<file path="src/dre_consts.svh">
// constants for the debug request entry block: timing and reset values
// assumes a single processor clock; included by bare name
`ifndef DRE_CONSTS_SVH
`define DRE_CONSTS_SVH

// =====================================
// timing
`define DRE_CLK_PERIOD_NS 8
`define DRE_ACK_NS        16
// least time, so round up to whole cycles
`define DRE_ACK_CYC       ((`DRE_ACK_NS + `DRE_CLK_PERIOD_NS - 1) / `DRE_CLK_PERIOD_NS)

// =====================================
// widths and reset levels
`define DRE_WORD_BITS     24
`define DRE_PIPE_BITS     24
`define DRE_SYNC_RST      3'b001
`define DRE_ACK_CNT_BITS  4

`endif

</file>
<file path="src/dre_pkg.sv">
// types for the debug request entry block
// assumes dre_consts.svh supplies the numeric constants
package dre_pkg;

   // =====================================
   // controller states
   typedef enum logic [2:0] {
      DRE_RUN     = 3'b000,
      DRE_HALTING = 3'b001,
      DRE_ACK     = 3'b010,
      DRE_DEBUG   = 3'b011,
      DRE_PRST    = 3'b100
   } dre_state_t;

endpackage

</file>
<file path="src/dre_sync.sv">
// two flip-flop synchroniser for a group of asynchronous pins
// assumes inputs are independent levels; reset value is a constant
`timescale 1ns/1ps

module dre_sync #(
   parameter int         W       = 3,
   parameter logic [W-1:0] RST_VAL = '0
) (
   input  wire logic         mclk_i,
   input  wire logic         sys_rst_i,
   input  wire logic [W-1:0] async_i,
   output logic      [W-1:0] sync_o
);

   logic [W-1:0] meta_reg;
   logic [W-1:0] meta_next;
   logic [W-1:0] sync_reg;
   logic [W-1:0] sync_next;

   // the first stage feeds the second stage only
   always_comb begin
      meta_next = async_i;
      sync_next = meta_reg;
   end

   always_ff @(posedge mclk_i or posedge sys_rst_i) begin
      if (sys_rst_i) begin
         meta_reg <= RST_VAL;
         sync_reg <= RST_VAL;
      end else begin
         meta_reg <= meta_next;
         sync_reg <= sync_next;
      end
   end

   assign sync_o = sync_reg;

endmodule // dre_sync

</file>
<file path="src/dre_entry.sv">
// debug request entry: halts the core, saves the pipeline, acknowledges
// on the serial output and shifts serial words while in debug mode.
// assumes the core reports instruction completion and low power state
// on mclk_i; pins arrive asynchronously and are synchronised here.
`timescale 1ns/1ps
`include "dre_consts.svh"

module dre_entry #(
   parameter int WORD_BITS = `DRE_WORD_BITS,
   parameter int PIPE_BITS = `DRE_PIPE_BITS
) (
   input  wire logic                 mclk_i,
   input  wire logic                 sys_rst_i,
   input  wire logic                 debug_request_n_i,
   input  wire logic                 debug_serial_clock_i,
   input  wire logic                 debug_serial_in_i,
   input  wire logic                 core_instr_done_i,
   input  wire logic                 core_low_power_i,
   input  wire logic [PIPE_BITS-1:0] pipe_state_i,
   input  wire logic                 cmd_ack_i,
   input  wire logic                 exit_debug_i,
   input  wire logic                 tx_load_i,
   input  wire logic [WORD_BITS-1:0] tx_word_i,
   output logic                      core_halt_o,
   output logic                      core_wake_o,
   output dre_pkg::dre_state_t       state_o,
   output logic                      debug_mode_o,
   output logic [PIPE_BITS-1:0]      pipe_saved_o,
   output logic                      port_reset_o,
   output logic [WORD_BITS-1:0]      rx_word_o,
   output logic                      rx_valid_o,
   output logic                      tx_busy_o,
   output logic                      debug_serial_out_o
);
   import dre_pkg::*;

   localparam int CW = $clog2(WORD_BITS + 1);
   localparam logic [`DRE_ACK_CNT_BITS-1:0] ACK_LEN = `DRE_ACK_CNT_BITS'(`DRE_ACK_CYC);
   localparam logic [CW-1:0] WORD_LAST = CW'(WORD_BITS - 1);
   localparam logic [CW-1:0] WORD_CNT  = CW'(WORD_BITS);

   // =====================================
   // pin synchronisation
   logic [2:0] pins_sync;

   dre_sync #(
      .W       (3),
      .RST_VAL (`DRE_SYNC_RST)
   ) u_sync (
      .mclk_i    (mclk_i),
      .sys_rst_i (sys_rst_i),
      .async_i   ({debug_serial_in_i, debug_serial_clock_i, debug_request_n_i}),
      .sync_o    (pins_sync)
   );

   logic dr_n_s;
   logic sck_s;
   logic sdi_s;
   assign dr_n_s = pins_sync[0];
   assign sck_s  = pins_sync[1];
   assign sdi_s  = pins_sync[2];

   // =====================================
   // state
   dre_state_t                    state_reg,    state_next;
   logic                          dr_n_d_reg,   dr_n_d_next;
   logic                          sck_d_reg,    sck_d_next;
   logic [`DRE_ACK_CNT_BITS-1:0]  ack_cnt_reg,  ack_cnt_next;
   logic [PIPE_BITS-1:0]          pipe_reg,     pipe_next;
   logic                          halt_reg,     halt_next;
   logic                          wake_reg,     wake_next;
   logic                          prst_reg,     prst_next;
   logic [WORD_BITS-1:0]          rx_sh_reg,    rx_sh_next;
   logic [CW-1:0]                 rx_cnt_reg,   rx_cnt_next;
   logic [WORD_BITS-1:0]          rx_word_reg,  rx_word_next;
   logic                          rx_vld_reg,   rx_vld_next;
   logic [WORD_BITS-1:0]          tx_sh_reg,    tx_sh_next;
   logic [CW-1:0]                 tx_cnt_reg,   tx_cnt_next;
   logic                          tx_bit_reg,   tx_bit_next;
   logic                          dso_reg,      dso_next;

   logic dr_assert;
   logic sck_fall;
   logic sck_rise;
   logic in_debug;
   logic ack_start;

   // edges taken from the second synchroniser stage only
   assign dr_assert = dr_n_d_reg & ~dr_n_s;
   assign sck_fall  = sck_d_reg & ~sck_s;
   assign sck_rise  = ~sck_d_reg & sck_s;
   assign in_debug  = (state_reg == DRE_DEBUG);

   // =====================================
   // control state machine and acknowledge timing
   always_comb begin
      state_next   = state_reg;
      dr_n_d_next  = dr_n_s;
      sck_d_next   = sck_s;
      ack_cnt_next = (ack_cnt_reg != '0) ? ack_cnt_reg - 1'b1 : ack_cnt_reg;
      pipe_next    = pipe_reg;
      halt_next    = halt_reg;
      wake_next    = 1'b0;
      prst_next    = 1'b0;
      ack_start    = 1'b0;
      unique case (state_reg)
         DRE_RUN: begin
            if (dr_assert) begin
               halt_next = 1'b1;
               if (core_low_power_i) begin
                  wake_next  = 1'b1;
                  pipe_next  = pipe_state_i;
                  ack_start  = 1'b1;
                  state_next = DRE_ACK;
               end else begin
                  state_next = DRE_HALTING;
               end
            end
         end
         DRE_HALTING: begin
            if (core_instr_done_i) begin
               pipe_next  = pipe_state_i;
               ack_start  = 1'b1;
               state_next = DRE_ACK;
            end
         end
         DRE_ACK: begin
            if (ack_cnt_reg == `DRE_ACK_CNT_BITS'(1)) begin
               state_next = DRE_DEBUG;
            end
         end
         DRE_DEBUG: begin
            if (dr_assert) begin
               prst_next  = 1'b1;
               ack_start  = 1'b1;
               state_next = DRE_PRST;
            end else if (exit_debug_i) begin
               halt_next  = 1'b0;
               state_next = DRE_RUN;
            end else if (cmd_ack_i) begin
               ack_start = 1'b1;
            end
         end
         DRE_PRST: begin
            if (dr_n_s && ack_cnt_reg == '0) begin
               state_next = DRE_DEBUG;
            end
         end
         default: begin
            state_next = DRE_RUN;
            halt_next  = 1'b0;
         end
      endcase
      if (ack_start) begin
         ack_cnt_next = ACK_LEN;
      end
   end

   // =====================================
   // serial shifting and output pin
   always_comb begin
      rx_sh_next   = rx_sh_reg;
      rx_cnt_next  = rx_cnt_reg;
      rx_word_next = rx_word_reg;
      rx_vld_next  = 1'b0;
      tx_sh_next   = tx_sh_reg;
      tx_cnt_next  = tx_cnt_reg;
      tx_bit_next  = tx_bit_reg;
      if (prst_reg || !in_debug) begin
         rx_cnt_next = '0;
         tx_cnt_next = '0;
         tx_bit_next = 1'b1;
      end else begin
         // held request blocks input, covering a late release
         if (sck_fall && dr_n_s) begin
            rx_sh_next = {rx_sh_reg[WORD_BITS-2:0], sdi_s};
            if (rx_cnt_reg == WORD_LAST) begin
               rx_word_next = {rx_sh_reg[WORD_BITS-2:0], sdi_s};
               rx_vld_next  = 1'b1;
               rx_cnt_next  = '0;
            end else begin
               rx_cnt_next = rx_cnt_reg + 1'b1;
            end
         end
         if (tx_load_i && tx_cnt_reg == '0) begin
            tx_sh_next  = tx_word_i;
            tx_cnt_next = WORD_CNT;
         end else if (sck_rise && tx_cnt_reg != '0) begin
            // launch on rising edge, msb first
            tx_bit_next = tx_sh_reg[WORD_BITS-1];
            tx_sh_next  = {tx_sh_reg[WORD_BITS-2:0], 1'b0};
            tx_cnt_next = tx_cnt_reg - 1'b1;
         end
      end
      // acknowledge low overrides data; idle high outside debug, last bit held in debug
      // keyed on the next count so the pulse lasts exactly the ack length
      if (ack_cnt_next != '0) begin
         dso_next = 1'b0;
      end else if (in_debug && (tx_cnt_reg != '0 || !tx_bit_reg)) begin
         dso_next = tx_bit_next;
      end else begin
         dso_next = 1'b1;
      end
   end

   // =====================================
   // registers; reset leaves the serial output high
   always_ff @(posedge mclk_i or posedge sys_rst_i) begin
      if (sys_rst_i) begin
         state_reg   <= DRE_RUN;
         dr_n_d_reg  <= 1'b1;
         sck_d_reg   <= 1'b0;
         ack_cnt_reg <= '0;
         pipe_reg    <= '0;
         halt_reg    <= 1'b0;
         wake_reg    <= 1'b0;
         prst_reg    <= 1'b0;
         rx_sh_reg   <= '0;
         rx_cnt_reg  <= '0;
         rx_word_reg <= '0;
         rx_vld_reg  <= 1'b0;
         tx_sh_reg   <= '0;
         tx_cnt_reg  <= '0;
         tx_bit_reg  <= 1'b1;
         dso_reg     <= 1'b1;
      end else begin
         state_reg   <= state_next;
         dr_n_d_reg  <= dr_n_d_next;
         sck_d_reg   <= sck_d_next;
         ack_cnt_reg <= ack_cnt_next;
         pipe_reg    <= pipe_next;
         halt_reg    <= halt_next;
         wake_reg    <= wake_next;
         prst_reg    <= prst_next;
         rx_sh_reg   <= rx_sh_next;
         rx_cnt_reg  <= rx_cnt_next;
         rx_word_reg <= rx_word_next;
         rx_vld_reg  <= rx_vld_next;
         tx_sh_reg   <= tx_sh_next;
         tx_cnt_reg  <= tx_cnt_next;
         tx_bit_reg  <= tx_bit_next;
         dso_reg     <= dso_next;
      end
   end

   // outputs from flops; debug_mode_o and tx_busy_o are decoded from state_reg and tx_cnt_reg
   assign core_halt_o        = halt_reg;
   assign core_wake_o        = wake_reg;
   assign state_o            = state_reg;
   assign debug_mode_o       = (state_reg == DRE_DEBUG) || (state_reg == DRE_PRST);
   assign pipe_saved_o       = pipe_reg;
   assign port_reset_o       = prst_reg;
   assign rx_word_o          = rx_word_reg;
   assign rx_valid_o         = rx_vld_reg;
   assign tx_busy_o          = (tx_cnt_reg != '0);
   assign debug_serial_out_o = dso_reg;

endmodule // dre_entry

</file>
<file path="config.mk">
export PLATFORM = sky130hd
export DESIGN_NAME = dre_entry
export DESIGN_NICKNAME = d
export VERILOG_FILES = /design/src/dre_pkg.sv /design/src/dre_sync.sv /design/src/dre_entry.sv
export VERILOG_INCLUDE_DIRS = /design/src /design/src/src
export SDC_FILE = /design/constraint.sdc
export NUM_CORES = 1
export LEC_CHECK = 0
export ABC_AREA = 1
export BUFFER_PORTS_ARGS = -buffer_cell sky130_fd_sc_hd__buf_2
export CAP_MARGIN = 30
export CORE_MARGIN = 2
export CORE_UTILIZATION = 54
export CTS_CLUSTER_SIZE = 8
export DETAILED_ROUTE_END_ITERATION = 8
export HOLD_SLACK_MARGIN = 0.02
export PLACE_DENSITY = 0.79
export SYNTH_ARGS = -nofsm -noshare
export SYNTH_HDL_FRONTEND = slang
export SYNTH_SLANG_ARGS = --single-unit
</file>
<file path="constraint.sdc">
create_clock -name mclk_i -period 4.8 [get_ports mclk_i]
set_input_delay 0 -clock mclk_i [delete_from_list [all_inputs] [get_ports mclk_i]]
set_output_delay 0 -clock mclk_i [all_outputs]
set_load 0.02 [all_outputs]
</file>
=== Word-level counts from Yosys, hierarchy flattened ===
Index checks and enable logic that the tools add are counted.

* Bits in registers: 126
* Bits in latches: 0
* Bits in writable memories: 0
* Bits in read-only memories: 0
* Input bits: 58
* Output and inout port bits: 58
* Word-level logic and storage cells: 114
* Memories: 0

* Add/subtract/negate cells: 3
* Multiply operators: 0
* Divide/modulo/power cells: 0
* $lt $le $gt $ge: 0
* Equality and inequality tests: 14
* Shift operators: 0
* Multiplexer cells: 44
* Bitwise gates (word level): 8
* Reduce and logical (&&, ||, !) cells: 27

{| class="wikitable"
|+ Operators by type and width
! operator !! count
|-
| two-way mux 24 bit || 5
|-
| case mux 24 bit (2 select lines) || 1
|-
| two-way mux 5 bit || 6
|-
| two-way mux 1 bit || 20
|-
| two-way mux 3 bit || 6
|-
| case mux 3 bit (5 select lines) || 1
|-
| != test 2 bit, second input constant || 7
|-
| two-way mux 4 bit || 2
|-
| AND reduction 4 bit || 2
|-
| nonzero test 4 bit || 2
|-
| == test 3 x 2 -> 1 bit, second input constant || 2
|-
| case mux 1 bit (3 select lines) || 2
|-
| nonzero test 2 bit || 3
|-
| adder 5 x 1 -> 5 bit, second input constant || 1
|-
| == test 5 bit, second input constant || 1
|-
| logical AND 1 bit || 5
|-
| zero test 5 bit || 1
|-
| NOT 1 bit || 5
|-
| AND reduction 5 bit || 1
|-
| nonzero test 5 bit || 1
|-
| subtractor 5 x 1 -> 5 bit, second input constant || 1
|-
| == test 4 x 1 -> 1 bit, second input constant || 1
|-
| zero test 4 bit || 1
|-
| AND reduction 2 bit || 2
|-
| 12 further kinds || 17
|}

=== Depth between registers and ports, before layout ===
Gate-level depths: netlist of run 1.

* Depth in word-level cells: 8
* Mapped depth: 12
* Gate-level depth less buffers: 11

=== By module ===
Synthesis of run 1 repeated with hierarchy kept, for this count alone.

* Cell total of the unflattened synthesis: 640
* Area total of the unflattened synthesis: 5555.3 um^2

{| class="wikitable"
|+ By module, submodules not included
! module !! instances !! cells an instance !! area each (um^2) !! seq. area each (um^2)
|-
| dre_entry || 1 || 633 || 5398.9 || 3006.6
|-
| dre_sync || 1 || 7 || 156.4 || 152.6
|}

=== Least setup slack after synthesis of run 1 ===
No wires, ideal clock.

* Path kind: reg2reg
* Start: register tx_cnt_reg[0]
* End: register tx_sh_reg[10]
* Setup time: 130 ps
* Arrival time: 1683 ps
* Data required time: 4670 ps
* Path slack: 2987 ps
* Cell stages (with the launch flop): 13
* Buffers on the path: 1
* Clock period less this slack: 1813 ps
* Cell sequence: dfrtp_1 -> inv_1 -> ha_1 -> nand2_1 -> nor2_2 -> nand2_1 -> nand2_1 -> nand2_1 -> nand2_1 -> inv_2 -> buf_2 -> nand2_1 -> o21ai_0

* Cells in the longest elaborated chain, start to end: 4
* Elaborated cells on any way between the ends: 7
* Classes of those cells: mux (1); reduce/logical (6)

{| class="wikitable"
|+ RTL lines
! what !! RTL line !! RTL
|-
| from (decl) || dre_entry.sv:78 || <nowiki>logic [CW-1:0] tx_cnt_reg, tx_cnt_next;</nowiki>
|-
| from (signal assigned) || dre_entry.sv:240 || <nowiki>tx_cnt_reg <= tx_cnt_next;</nowiki>
|-
| nonzero test 5 bit || n/a ||
|-
| net tx_busy_o || dre_entry.sv:32 || <nowiki>output logic tx_busy_o,</nowiki>
|-
| logical AND 1 bit || dre_entry.sv:188 || <nowiki>end else if (sck_rise && tx_cnt_reg != '0) begin</nowiki>
|-
| nonzero test 2 bit (no line) || n/a ||
|-
| AND reduction 2 bit (no line) || n/a ||
|-
| to (signal assigned) || dre_entry.sv:239 || <nowiki>tx_sh_reg <= tx_sh_next;</nowiki>
|-
| to (decl) || dre_entry.sv:77 || <nowiki>logic [WORD_BITS-1:0] tx_sh_reg, tx_sh_next;</nowiki>
|}

The timed path passes the listed nets, and every way through them passes these cells.
A chain may end at the register's enable or synchronous reset.

=== Worst setup path after layout of run 1 ===
* Start: register state_reg[2] (netlist: state_o[2])
* End: register rx_word_reg[5] (netlist: rx_word_o[5])

* Cells in the longest elaborated chain, start to end: 5

{| class="wikitable"
|+ RTL lines
! what !! RTL line !! RTL
|-
| from (decl) || dre_entry.sv:65 || <nowiki>dre_state_t state_reg, state_next;</nowiki>
|-
| from (signal assigned) || dre_entry.sv:227 || <nowiki>state_reg <= state_next;</nowiki>
|-
| == test 3 x 2 -> 1 bit || dre_entry.sv:92 || <nowiki>assign in_debug = (state_reg == DRE_DEBUG);</nowiki>
|-
| zero test 1 bit || dre_entry.sv:169 || <nowiki>if (prst_reg || !in_debug) begin</nowiki>
|-
| logical OR 1 bit || dre_entry.sv:169 ||
|-
| NOT 1 bit (no line) || n/a ||
|-
| AND reduction 3 bit (no line) || n/a ||
|-
| to (signal assigned) || dre_entry.sv:237 || <nowiki>rx_word_reg <= rx_word_next;</nowiki>
|-
| to (decl) || dre_entry.sv:75 || <nowiki>logic [WORD_BITS-1:0] rx_word_reg, rx_word_next;</nowiki>
|}

No other way between the ends.

==> results of run 1 <==
## logic make-up after synthesis
logic type / count (synthesis) / share of synthesized area, %
xor gates and xnor gates: 3 / 0.483
DFF: 126 / 58.1
and+or+nand+nor: 270 / 21.0
buffers and inverters: 99 / 7.73
AOI/OAI and AO/OA: 116 / 11.8
adders and majority gates: 4 / 0.920
## area by class of cell
cell class                      instances  area (um^2)  share of cell area (%)
Clock buffer                           21          449                    6.13
Clock inverter                         11          164                    2.24
Inverter                               75          287                    3.91
Multi-Input combinational cell        393         1860                    25.4
Sequential cell                       126         3160                    43.1
Tap cell                              133          166                    2.27
Timing Repair Buffer                  178         1250                    17.0
## layer usage
layer  global-route usage [%]  routed length [um]  vias to the layer above
li1                         -                   -                     2306
met1                     28.8                5260                     2230
met2                     43.6                6620                      151
met3                     8.83                 797                       29
met4                     8.98                 240                        0
met5                        0                   0                        -
## final timing paths
| kind | endpoint | slack [ns] | cells past startpoint |
|---|---|---|---|
| worst max-delay path | rx_word_o[5]$_DFFE_PP0P_ | 2.51 | 9 |
| worst min-delay path | ack_cnt_reg[3]$_DFF_PP0_ | 0.03 | 7 |
| worst max register to register | rx_word_o[5]$_DFFE_PP0P_ | 2.51 | 9 |
| worst min register to register | u_sync.sync_o[2]$_DFF_PP0_ | 0.35 | 0 |
| max in group asynchronous | sck_d_reg$_DFF_PP0_ | 3.19 | 6 |
| min in group asynchronous | pipe_saved_o[16]$_DFFE_PP0P_ | 0.44 | 4 |
## through the flow
stage               hold slack, ns  utilization [%]  instance area (um^2)
floorplan                  0.00448                -                  5440
global placement             0.112             62.0                  6060
detailed placement           0.115             62.5                  6110
CTS                         0.0272             74.6                  7300
global route                0.0605             75.0                  7330
finish                      0.0310             75.0                  7330
## cells in the mapped netlist
cell type / n / area, um^2
nand2_1: 197 / 739
dfrtp_1: 121 / 3030
o21ai_0: 84 / 420
inv_1: 71 / 267
nand3_1: 39 / 195
nor2_1: 19 / 71.3
o21ai_2: 14 / 123
buf_2: 13 / 65.1
o21ai_1: 9 / 45.0
clkbuf_1: 7 / 26.3
dfstp_2: 5 / 131
a21oi_1: 4 / 20.0
buf_6: 4 / 45.0
ha_1: 4 / 50.1
inv_2: 3 / 11.3
nand4_1: 3 / 18.8
nor2_8: 2 / 40.0
o22ai_1: 2 / 12.5
or2_2: 2 / 12.5
xor2_1: 2 / 17.5
a21boi_0: 1 / 7.51
and2_1: 1 / 6.26
inv_4: 1 / 6.26
nand2_2: 1 / 6.26
nand3_2: 1 / 10.0
nand3_4: 1 / 17.5
nand3b_1: 1 / 7.51
nor2_2: 1 / 6.26
nor3_1: 1 / 5.00
o211ai_1: 1 / 7.51
o31ai_1: 1 / 7.51
or2_1: 1 / 6.26
xnor2_1: 1 / 8.76
## power groups by stage
stage                     combinational, mW  clock (mW)  sequential (mW)
final                                  1.26        1.32             1.45
after global placement                 1.12           0             1.44
after floorplan                       0.726           0             1.58
after global routing                   1.43        1.39             1.47
after detailed placement               1.18           0             1.45
after CTS                              1.23        1.34             1.44
## critical path, cell delays in order (launching register included)
cell and delay [ns]:
dfrtp_1 0.41, inv_2 0.15, nand3_4 0.14, nor2_8 0.18, inv_4 0.07, nor2_8 0.40
nand3_2 0.35, buf_12 0.29, nand2_1 0.07, o21ai_1 0.07
==> results.yml, run 1 <==
synth:
  syn_nets: 680
  seq_area_frac_synth_pct: 58.1
  netlist_area_um2: 5440
  ys_types: 33
  ys_seq_elements: 126
  yosysWarnings: 0
  avgSynthCellArea_um2: 8.80
  synthCells: 618
grt:
  grt_pass1_vias: 4935
  antenna_found_initial: 0
  grtUsageTotal_pct: 25.2
  grt_overflow: 0
  grt_pass1_wl_mm: 22.1
  grt_max_degree: 79
die:
  chipHeight_um: 104
  ios: 116
  die_area_um2: 10900
  num_rows: 36
  initial_core_util_pct: 55.7
  die_x_um: 104
  core_area_um2: 9770
status:
  status: "complete, no violations"
sta:
  skew_ns: 0.0117
  rsz0062_at_grt: "false"
  fin_ws_ns: 2.51
  period_needed_ns: 2.29
  slew_violations: 0
  maxSlewHeadroom_pct: 60.1
  timing.fmax_mhz: 437
  finalSetupTns_ns: 0
  setup_viol: 0
  period_share_pct: 47.7
  worstMarginPinSlew_ns: 0.598
  finalHoldViolCount: 0
pwr:
  p_sw_share_pct: 35.4
  leakagePower_nw: 3.75
  seqPwrFrac_pct: 36.0
  combinationalPowerShare_pct: 31.3
  power.share.clock_pct: 32.7
  power_mw: 4.03
  powerDensity_nw_per_um2: 550
  p_int_mw: 2.61
  p_switching_mw: 1.43
  vdd_drop_max_mv: 0.486
clock_tree:
  cts_root_buf: "clkbuf_8"
  clkSinkCount: 126
  clk_pin_slew_ns: 0.06
  cts_buffer_depth: 2
  cts_hold_buf: 57
  cts_buffers: 17
  clkLatencyLatePin_ns: 0.52
  post-cts-setup-buffer-count: 0
  cts-resized-gates: 0
  cts_tree: "done"
  h-tree-depth: 4
setup_path:
  startpoint_type: "flop"
  end_kind: "flop"
  worstSetupPathType: "flop to flop"
  worstPathArrival_ns: 2.68
  cp-startpoint: "state_o[2]$_DFFE_PP0P_"
  crit_fanout: 46
  timing.rr.start: "state_o[2]$_DFFE_PP0P_"
  critPathRequiredTime_ns: 5.19
place:
  place_congestion: 0.860
  dpl_worst_slack_ns: 2.54
  place_hpwl_mm: 7.49
  placed_cells: 846
  io_buffers: 115
final_layout:
  area_growth_pct: 34.8
  fin_cells: 937
  nets: 853
  drive_gt1_share_pct: 22.6
  final_cell_mix: "nand2_1, dfrtp_1, buf_2, o21ai_0, inv_1"
  final_common_cell: "nand2_1"
  n_fill_cell: 634
  diodes: 0
detailed_routing:
  drc: 0
  wl_mm: 12.9
  ant_nets: 0
  vias_per_cell: 5.03
  post_drt_wl_per_cell_um: 13.8
  dr.pass1.iters: 4
  num_vias: 4716
  drtIter0Drc: 245
min_path:
  hold_path_class: "input port to flop"
  min-delay-start: "cmd_ack_i"
run:
  drv_cap: 0
Power figures use the tool's default switching activity.
==> inputs of run 2 (changes only) <==
--- a/config.mk
+++ b/config.mk
@@ -6,15 +6,15 @@
 export SDC_FILE = /design/constraint.sdc
 export NUM_CORES = 1
 export LEC_CHECK = 0
-export ABC_AREA = 1
+export ABC_AREA = 0
 export BUFFER_PORTS_ARGS = -buffer_cell sky130_fd_sc_hd__buf_2
 export CAP_MARGIN = 30
 export CORE_MARGIN = 2
-export CORE_UTILIZATION = 54
+export CORE_UTILIZATION = 49
 export CTS_CLUSTER_SIZE = 8
 export DETAILED_ROUTE_END_ITERATION = 8
 export HOLD_SLACK_MARGIN = 0.02
-export PLACE_DENSITY = 0.79
+export PLACE_DENSITY = 0.76
 export SYNTH_ARGS = -nofsm -noshare
 export SYNTH_HDL_FRONTEND = slang
 export SYNTH_SLANG_ARGS = --single-unit
==> constraint.sdc (replaced) <==
create_clock -name mclk_i -period 1.84 [get_ports mclk_i]
set_input_delay 0 -clock mclk_i [delete_from_list [all_inputs] [get_ports mclk_i]]
set_output_delay 0 -clock mclk_i [all_outputs]
set_load 0.02 [all_outputs]
==> run 2 against run 1 <==
Compared with the run above:
- the run now ends with negative setup slack left
- sequential share of layout area is 1.9 points lower
- first-iteration DRC count is 44% lower
- clock skew is 0.0041 ns lower
- flip-flop and latch count is the same
- critical path depth is 4 lower
- sequential power grew to 2.6 times the previous value
- final area grew 4.6%
- global-route usage shrank 4.9 points
- hold slack gained 0.046 ns
- cell count shrank 21%
- non-clock buffer count up 32
- via count shrank 20%
- largest power group unchanged
==> results.yml, run 2 <==
synth:
  yosys-mux-area-fraction_pct: 26.4
  yosysWarnings: 0
  ys_seq_elements: 126
  synth_top_family_by_area: "multiplexers"
  synth-edff-count: 0
  yosys-top-cells-area: "dfrtp_1, mux2_2, mux2_4"
  seq_area_frac_synth_pct: 58.7
  syn_nets: 436
  avgSynthCellArea_um2: 14.4
  synthCells: 374
  synth_top_area_share_pct: 56.3
  yosys.area_share.adder_pct: 0.930
  synthArstFlopShare_pct: 100
  synth_ff_type: "dfrtp_1"
  synth_compound_area_share_pct: 3.30
  ys_types: 48
  synth_top_cell_by_area: "dfrtp_1"
  netlist_area_um2: 5380
  synthSimpleGateAreaFrac_pct: 7.44
  yosysMostFrequentCell: "dfrtp_1"
  ys_top_cells_by_count: "dfrtp_1, mux2_2, mux2_4"
  synth-xor-area-share_pct: 0.651
clock_tree:
  cts_tree: "done"
  cts_buffer_depth: 2
  clk_pin_slew_ns: 0.06
  clkSinkCount: 126
  cts_buffers: 17
  cts_root_buf: "clkbuf_8"
  clkLatencyLatePin_ns: 0.52
  h-tree-depth: 4
place:
  dpl_worst_slack_ns: -0.398
  place_hpwl_mm: 6.83
  place_area_um2: 6230
  placed_cells: 634
  io_buffers: 115
  place_congestion: 0.806
status:
  violations: "negative setup slack"
  status: "complete, but fails checks"
final_layout:
  stdcell_area_um2: 7670
  final_cell_mix: "dfrtp_1, buf_2, mux2_2, dlygate4sd3_1, buf_4"
  utilization_pct: 71.0
  diodes: 0
  nets: 650
  n_fill_cell: 699
  final_common_cell: "dfrtp_1"
  area_growth_pct: 42.4
  drive_gt1_share_pct: 54.2
  fin_cells: 741
detailed_routing:
  num_vias: 3752
  dr.pass1.iters: 4
  drtIter0Drc: 136
  post_drt_wl_per_cell_um: 15.5
  wl_mm: 11.5
  ant_nets: 0
  vias_per_cell: 5.06
  drc: 0
setup_path:
  slowest_stage: "or4b_4"
  worst_path_most_repeated_cell: "buf_6"
  worst_r2r_path_depth: 8
  startpoint_type: "flop"
  slowest_delay_ns: 0.49
  critPathRequiredTime_ns: 1.84
  end_kind: "output pin"
  rrSetupSlack_ns: -0.05
  rr_endpoint: "tx_sh_reg[8]$_DFFE_PP0P_"
  worstPathArrival_ns: 1.90
  worstSetupPathType: "flop to output pin"
  crit_fanout: 3
  timing.rr.start: "tx_cnt_reg[0]$_DFFE_PP0P_"
  path_cells: "inv_2, ha_4, or4b_4, buf_6, buf_6"
run:
  drv_cap: 0
pwr:
  vdd_drop_max_mv: 0.979
  powerDensity_nw_per_um2: 1380
  leakagePower_nw: 3.79
  power_mw: 10.6
die:
  num_rows: 38
  die_x_um: 109
  chipHeight_um: 109
  ios: 116
  die_area_um2: 11800
  initial_core_util_pct: 49.9
  core_area_um2: 10800
sta:
  timing.fmax_mhz: 527
  setup_viol: 25
  finalHoldViolCount: 0
  maxSlewHeadroom_pct: 61.3
  slew_violations: 0
  period_needed_ns: 1.90
  worstMarginPinSlew_ns: 0.578
  rsz0062_at_grt: "true"
  fin_ws_ns: -0.0567
  skew_ns: 0.00765
  period_share_pct: 103
grt:
  grt_overflow: 0
  grt_pass1_vias: 3955
  grtUsageTotal_pct: 20.3
  grt_pass1_wl_mm: 18.5
  antenna_found_initial: 0
  grt_max_degree: 75
min_path:
  hold_path_class: "input port to async pin"
-- run 2: cell types whose count changed in the layout (fill, tap and decap cells not counted), sizes merged, moves of 8 or more --
cell,previous run,this run
a21oi,4,12
buf,120,154
inv,75,7
mux2,0,118
nand2,198,11
nand3,41,10
o21ai,107,3
-- run 2: kinds of logic (layout without fill, tap and decap cells) --
group / Yosys count / count (layout)
buf+inv: 24 / 250
simple gates: 70 / 70
fa+ha+maj: 4 / 4
flops: 126 / 126
compound gates: 26 / 27
xor+xnor: 4 / 4
mux: 120 / 120
-- run 2: stage by stage --
stage	hold WS, ns	TNS, ns
final	0.0766	-0.856
after global routing	0.108	-2.79
after CTS	0.0445	-0.334
after detailed placement	0.0501	-8.24
after global placement	0.0448	-6.27
after floorplan	0.00448	-2.17
-- run 2: layout make-up --
class	instances	area (um^2)	area share, %
Clock inverter	10	114	1.48
Inverter	8	33.8	0.441
Tap cell	140	175	2.28
Timing Repair Buffer	210	1550	20.2
Multi-Input combinational cell	225	2190	28.5
Sequential cell	126	3160	41.2
Clock buffer	22	453	5.91
-- run 2: repair_timing --
action	4_1_cts	5_1_grt
buffers inserted	11	6
cloned	2	0
endpoints found under the hold margin	179	0
endpoints found under the setup margin	50	64
resized for setup	17	11
pin swaps	4	3
hold buffers	56	0
-- run 2: worst max-delay path by stage --
stage / startpoint / depth (start not counted) / slack, ns / end
floorplan: tx_cnt_reg[0]$_DFFE_PP0P_ / 8 / -0.12 / tx_sh_reg[10]$_DFFE_PP0P_
finish: tx_cnt_reg[0]$_DFFE_PP0P_ / 5 / -0.06 / tx_busy_o
global route: tx_cnt_reg[0]$_DFFE_PP0P_ / 8 / -0.13 / tx_sh_reg[2]$_DFFE_PP0P_
global placement: tx_cnt_reg[0]$_DFFE_PP0P_ / 5 / -0.32 / tx_sh_reg[20]$_DFFE_PP0P_
CTS: tx_cnt_reg[0]$_DFFE_PP0P_ / 5 / -0.08 / tx_busy_o
detailed placement: tx_cnt_reg[1]$_DFFE_PP0P_ / 6 / -0.40 / tx_sh_reg[22]$_DFFE_PP0P_
-- run 2: metal layers --
layer	vias to the layer above	track usage (%)	share of wire, %
met1	1844	25.2	43
li1	1766	-	-
met3	23	6.63	5.2
met5	-	0	0
met2	119	32.1	49
met4	0	9.89	2.2
-- run 2: critical path: cells and delay by family (launching register included) --
family / cells / cell delay [ns]
flip-flops: 1 / 0.39
buffers and inverters: 3 / 0.36
AND/OR/NAND/NOR: 1 / 0.49
adder cells (fa/ha/maj): 1 / 0.13
-- run 2: where the power goes --
group	total (mW)	switching, mW	internal, mW
clock network	3.16	1.17	1.99
logic	3.60	1.68	1.92
registers	3.84	0.405	3.44
total	10.6	3.26	7.34
==> inputs of run 3 (changes only) <==
--- a/config.mk
+++ b/config.mk
@@ -9,11 +9,11 @@
 export ABC_AREA = 0
 export BUFFER_PORTS_ARGS = -buffer_cell sky130_fd_sc_hd__buf_2
 export CAP_MARGIN = 30
-export CORE_MARGIN = 2
 export CORE_UTILIZATION = 49
 export CTS_CLUSTER_SIZE = 8
 export DETAILED_ROUTE_END_ITERATION = 8
 export HOLD_SLACK_MARGIN = 0.02
+export MAX_ROUTING_LAYER = met4
 export PLACE_DENSITY = 0.76
 export SYNTH_ARGS = -nofsm -noshare
 export SYNTH_HDL_FRONTEND = slang
==> run 3 against run 2 <==
Compared with the run above:
- the run still ends with negative setup slack left
- core utilization rose by 2.4 points
- count of clock-buffer cells in the layout fell by 4
- worst setup slack got worse by 0.030 ns
- global-route usage rose by 2.9 points
- wire length rose by 7.6%
- die area fell by 3.6%
- final area rose by 0.64%
- non-clock buffer count did not move
- hold slack got worse by 0.013 ns
- register-to-register slack got worse by 0.04 ns
- largest cell class unchanged
- largest power group unchanged
==> results.yml, run 3 (synthesis gave the netlist of run 2 again) <==
status:
  status: "complete, but fails checks"
  violations: "negative setup slack"
min_path:
  hold_depth: 5
  hold_path_class: "input port to flop"
  worst_hold_path.endpoint: "ack_cnt_reg[2]$_DFF_PP0_"
  min-delay-start: "cmd_ack_i"
setup_path:
  rrSetupSlack_ns: -0.09
  worstSetupPathType: "flop to flop"
  startpoint_type: "flop"
  critPathRequiredTime_ns: 2.26
  slowest_delay_ns: 0.37
  slowest_stage: "dfrtp_1"
  crit_family: "multiplexers"
  crit_fanout: 10
  worst_r2r_path_depth: 8
  rr_endpoint: "tx_sh_reg[22]$_DFFE_PP0P_"
  path_cells: "inv_2, ha_4, buf_4, nand4b_1, buf_6, clkbuf_16, mux2_2, mux2_4"
  timing.rr.start: "tx_cnt_reg[1]$_DFFE_PP0P_"
  worstPathArrival_ns: 2.35
  end_kind: "flop"
  cp.buffers_inverters: 4
pwr:
  vdd_drop_max_mv: 1.13
  leakagePower_nw: 3.83
  seqPwrFrac_pct: 35.2
  p_int_mw: 7.53
  p_sw_share_pct: 31.7
  combinationalPowerShare_pct: 33.7
  power.share.clock_pct: 31.1
  p_switching_mw: 3.49
  powerDensity_nw_per_um2: 1430
sta:
  setup_viol: 25
  timing.fmax_mhz: 519
  maxSlewHeadroom_pct: 64.4
  period_needed_ns: 1.93
  worstMarginPinSlew_ns: 0.534
  finalSetupTns_ns: -1.62
  finalHoldViolCount: 0
  skew_ns: 0.00748
  period_share_pct: 105
  hold_ws_ns: 0.0632
  slew_violations: 0
  fin_ws_ns: -0.0869
  rsz0062_at_grt: "true"
place:
  place_congestion: 0.834
  io_buffers: 115
  place_hpwl_mm: 6.71
  place_area_um2: 6230
run:
  drv_cap: 0
detailed_routing:
  num_vias: 3881
  post_drt_wl_per_cell_um: 16.8
  dr.pass1.iters: 4
  wl_mm: 12.4
  ant_nets: 0
  drc: 0
  vias_per_cell: 5.27
  drtIter0Drc: 163
final_layout:
  drive_gt1_share_pct: 54.6
  final_common_cell: "dfrtp_1"
  nets: 650
  final_cell_mix: "dfrtp_1, buf_2, mux2_2, dlygate4sd3_1, buf_4"
  stdcell_area_um2: 7720
  n_fill_cell: 658
  area_growth_pct: 43.4
  diodes: 0
clock_tree:
  clkLatencyLatePin_ns: 0.54
  clkSinkCount: 126
  h-tree-depth: 4
  cts_root_buf: "clkbuf_8"
  cts_buffers: 17
  cts_tree: "done"
  cts_buffer_depth: 2
  clk_pin_slew_ns: 0.06
grt:
  antenna_found_initial: 0
  grt_pass1_wl_mm: 19.3
  grt_pass1_vias: 4021
  grt_max_degree: 96
  grt_overflow: 0
  grtUsageTotal_pct: 23.2
die:
  die_area_um2: 11400
  ios: 116
  core_area_um2: 10500
  num_rows: 37
  chipHeight_um: 107
  initial_core_util_pct: 51.2
  die_x_um: 107
[run 3: metrics by stage]
stage	cells	setup slack (ns)	util (%)	total power [mW]
floorplan	374	-0.116	-	6.11
CTS	728	-0.0809	72.0	10.8
global placement	631	-0.330	59.3	6.87
detailed placement	631	-0.397	59.3	7.00
global route	737	-0.150	73.4	11.5
finish	737	-0.0869	73.4	11.0
[run 3: worst max path at each step]
stage | from | endpoint | depth (start not counted)
3_5_place_dp | tx_cnt_reg[0]$_DFFE_PP0P_ | tx_sh_reg[19]$_DFFE_PP0P_ | 5
6_report | tx_cnt_reg[1]$_DFFE_PP0P_ | tx_sh_reg[22]$_DFFE_PP0P_ | 8
3_3_place_gp | tx_cnt_reg[0]$_DFFE_PP0P_ | tx_sh_reg[20]$_DFFE_PP0P_ | 5
4_1_cts | tx_cnt_reg[0]$_DFFE_PP0P_ | tx_busy_o | 5
2_1_floorplan | tx_cnt_reg[0]$_DFFE_PP0P_ | tx_sh_reg[10]$_DFFE_PP0P_ | 8
5_1_grt | tx_cnt_reg[0]$_DFFE_PP0P_ | tx_sh_reg[2]$_DFFE_PP0P_ | 8
[run 3: power by group through the flow]
stage	combinational (mW)	sequential, mW	clock, mW
2_1_floorplan	1.93	4.18	0
3_3_place_gp	3.06	3.81	0
3_5_place_dp	3.15	3.84	0
4_1_cts	3.48	3.83	3.49
5_1_grt	3.97	3.94	3.62
6_report	3.72	3.88	3.42
[run 3: final cells by class]
| class | instances | area [um^2] | area share (%) |
|---|---|---|---|
| Clock buffer | 18 | 428 | 5.55 |
| Clock inverter | 14 | 181 | 2.35 |
| Inverter | 8 | 33.8 | 0.438 |
| Multi-Input combinational cell | 225 | 2160 | 28.1 |
| Sequential cell | 126 | 3160 | 41.0 |
| Tap cell | 136 | 170 | 2.21 |
| Timing Repair Buffer | 210 | 1580 | 20.4 |
[run 3: what timing repair did]
item                                    4_1_cts  5_1_grt
hold endpoints to repair                    183        0
buffers inserted                              9        6
endpoints found under the setup margin       26       77
cloned                                        1        3
pin swaps                                     5        8
resized for setup                            20       10
hold buffers                                 55        0
[run 3: routing by layer]
layer	vias up	routed length (um)	global-route usage [%]	share of wire [%]
met5	-	0	-	0
met4	0	234	8.22	1.9
met3	26	757	8.15	6.1
met2	140	6090	38.0	49
met1	1943	5270	26.4	43
li1	1772	-	-	-
[run 3: worst min-delay path, stage by stage]
cell	delay, ns
buf_2	0.09
nand2b_1	0.06
nand3_1	0.08
a41o_1	0.27
a21oi_1	0.06
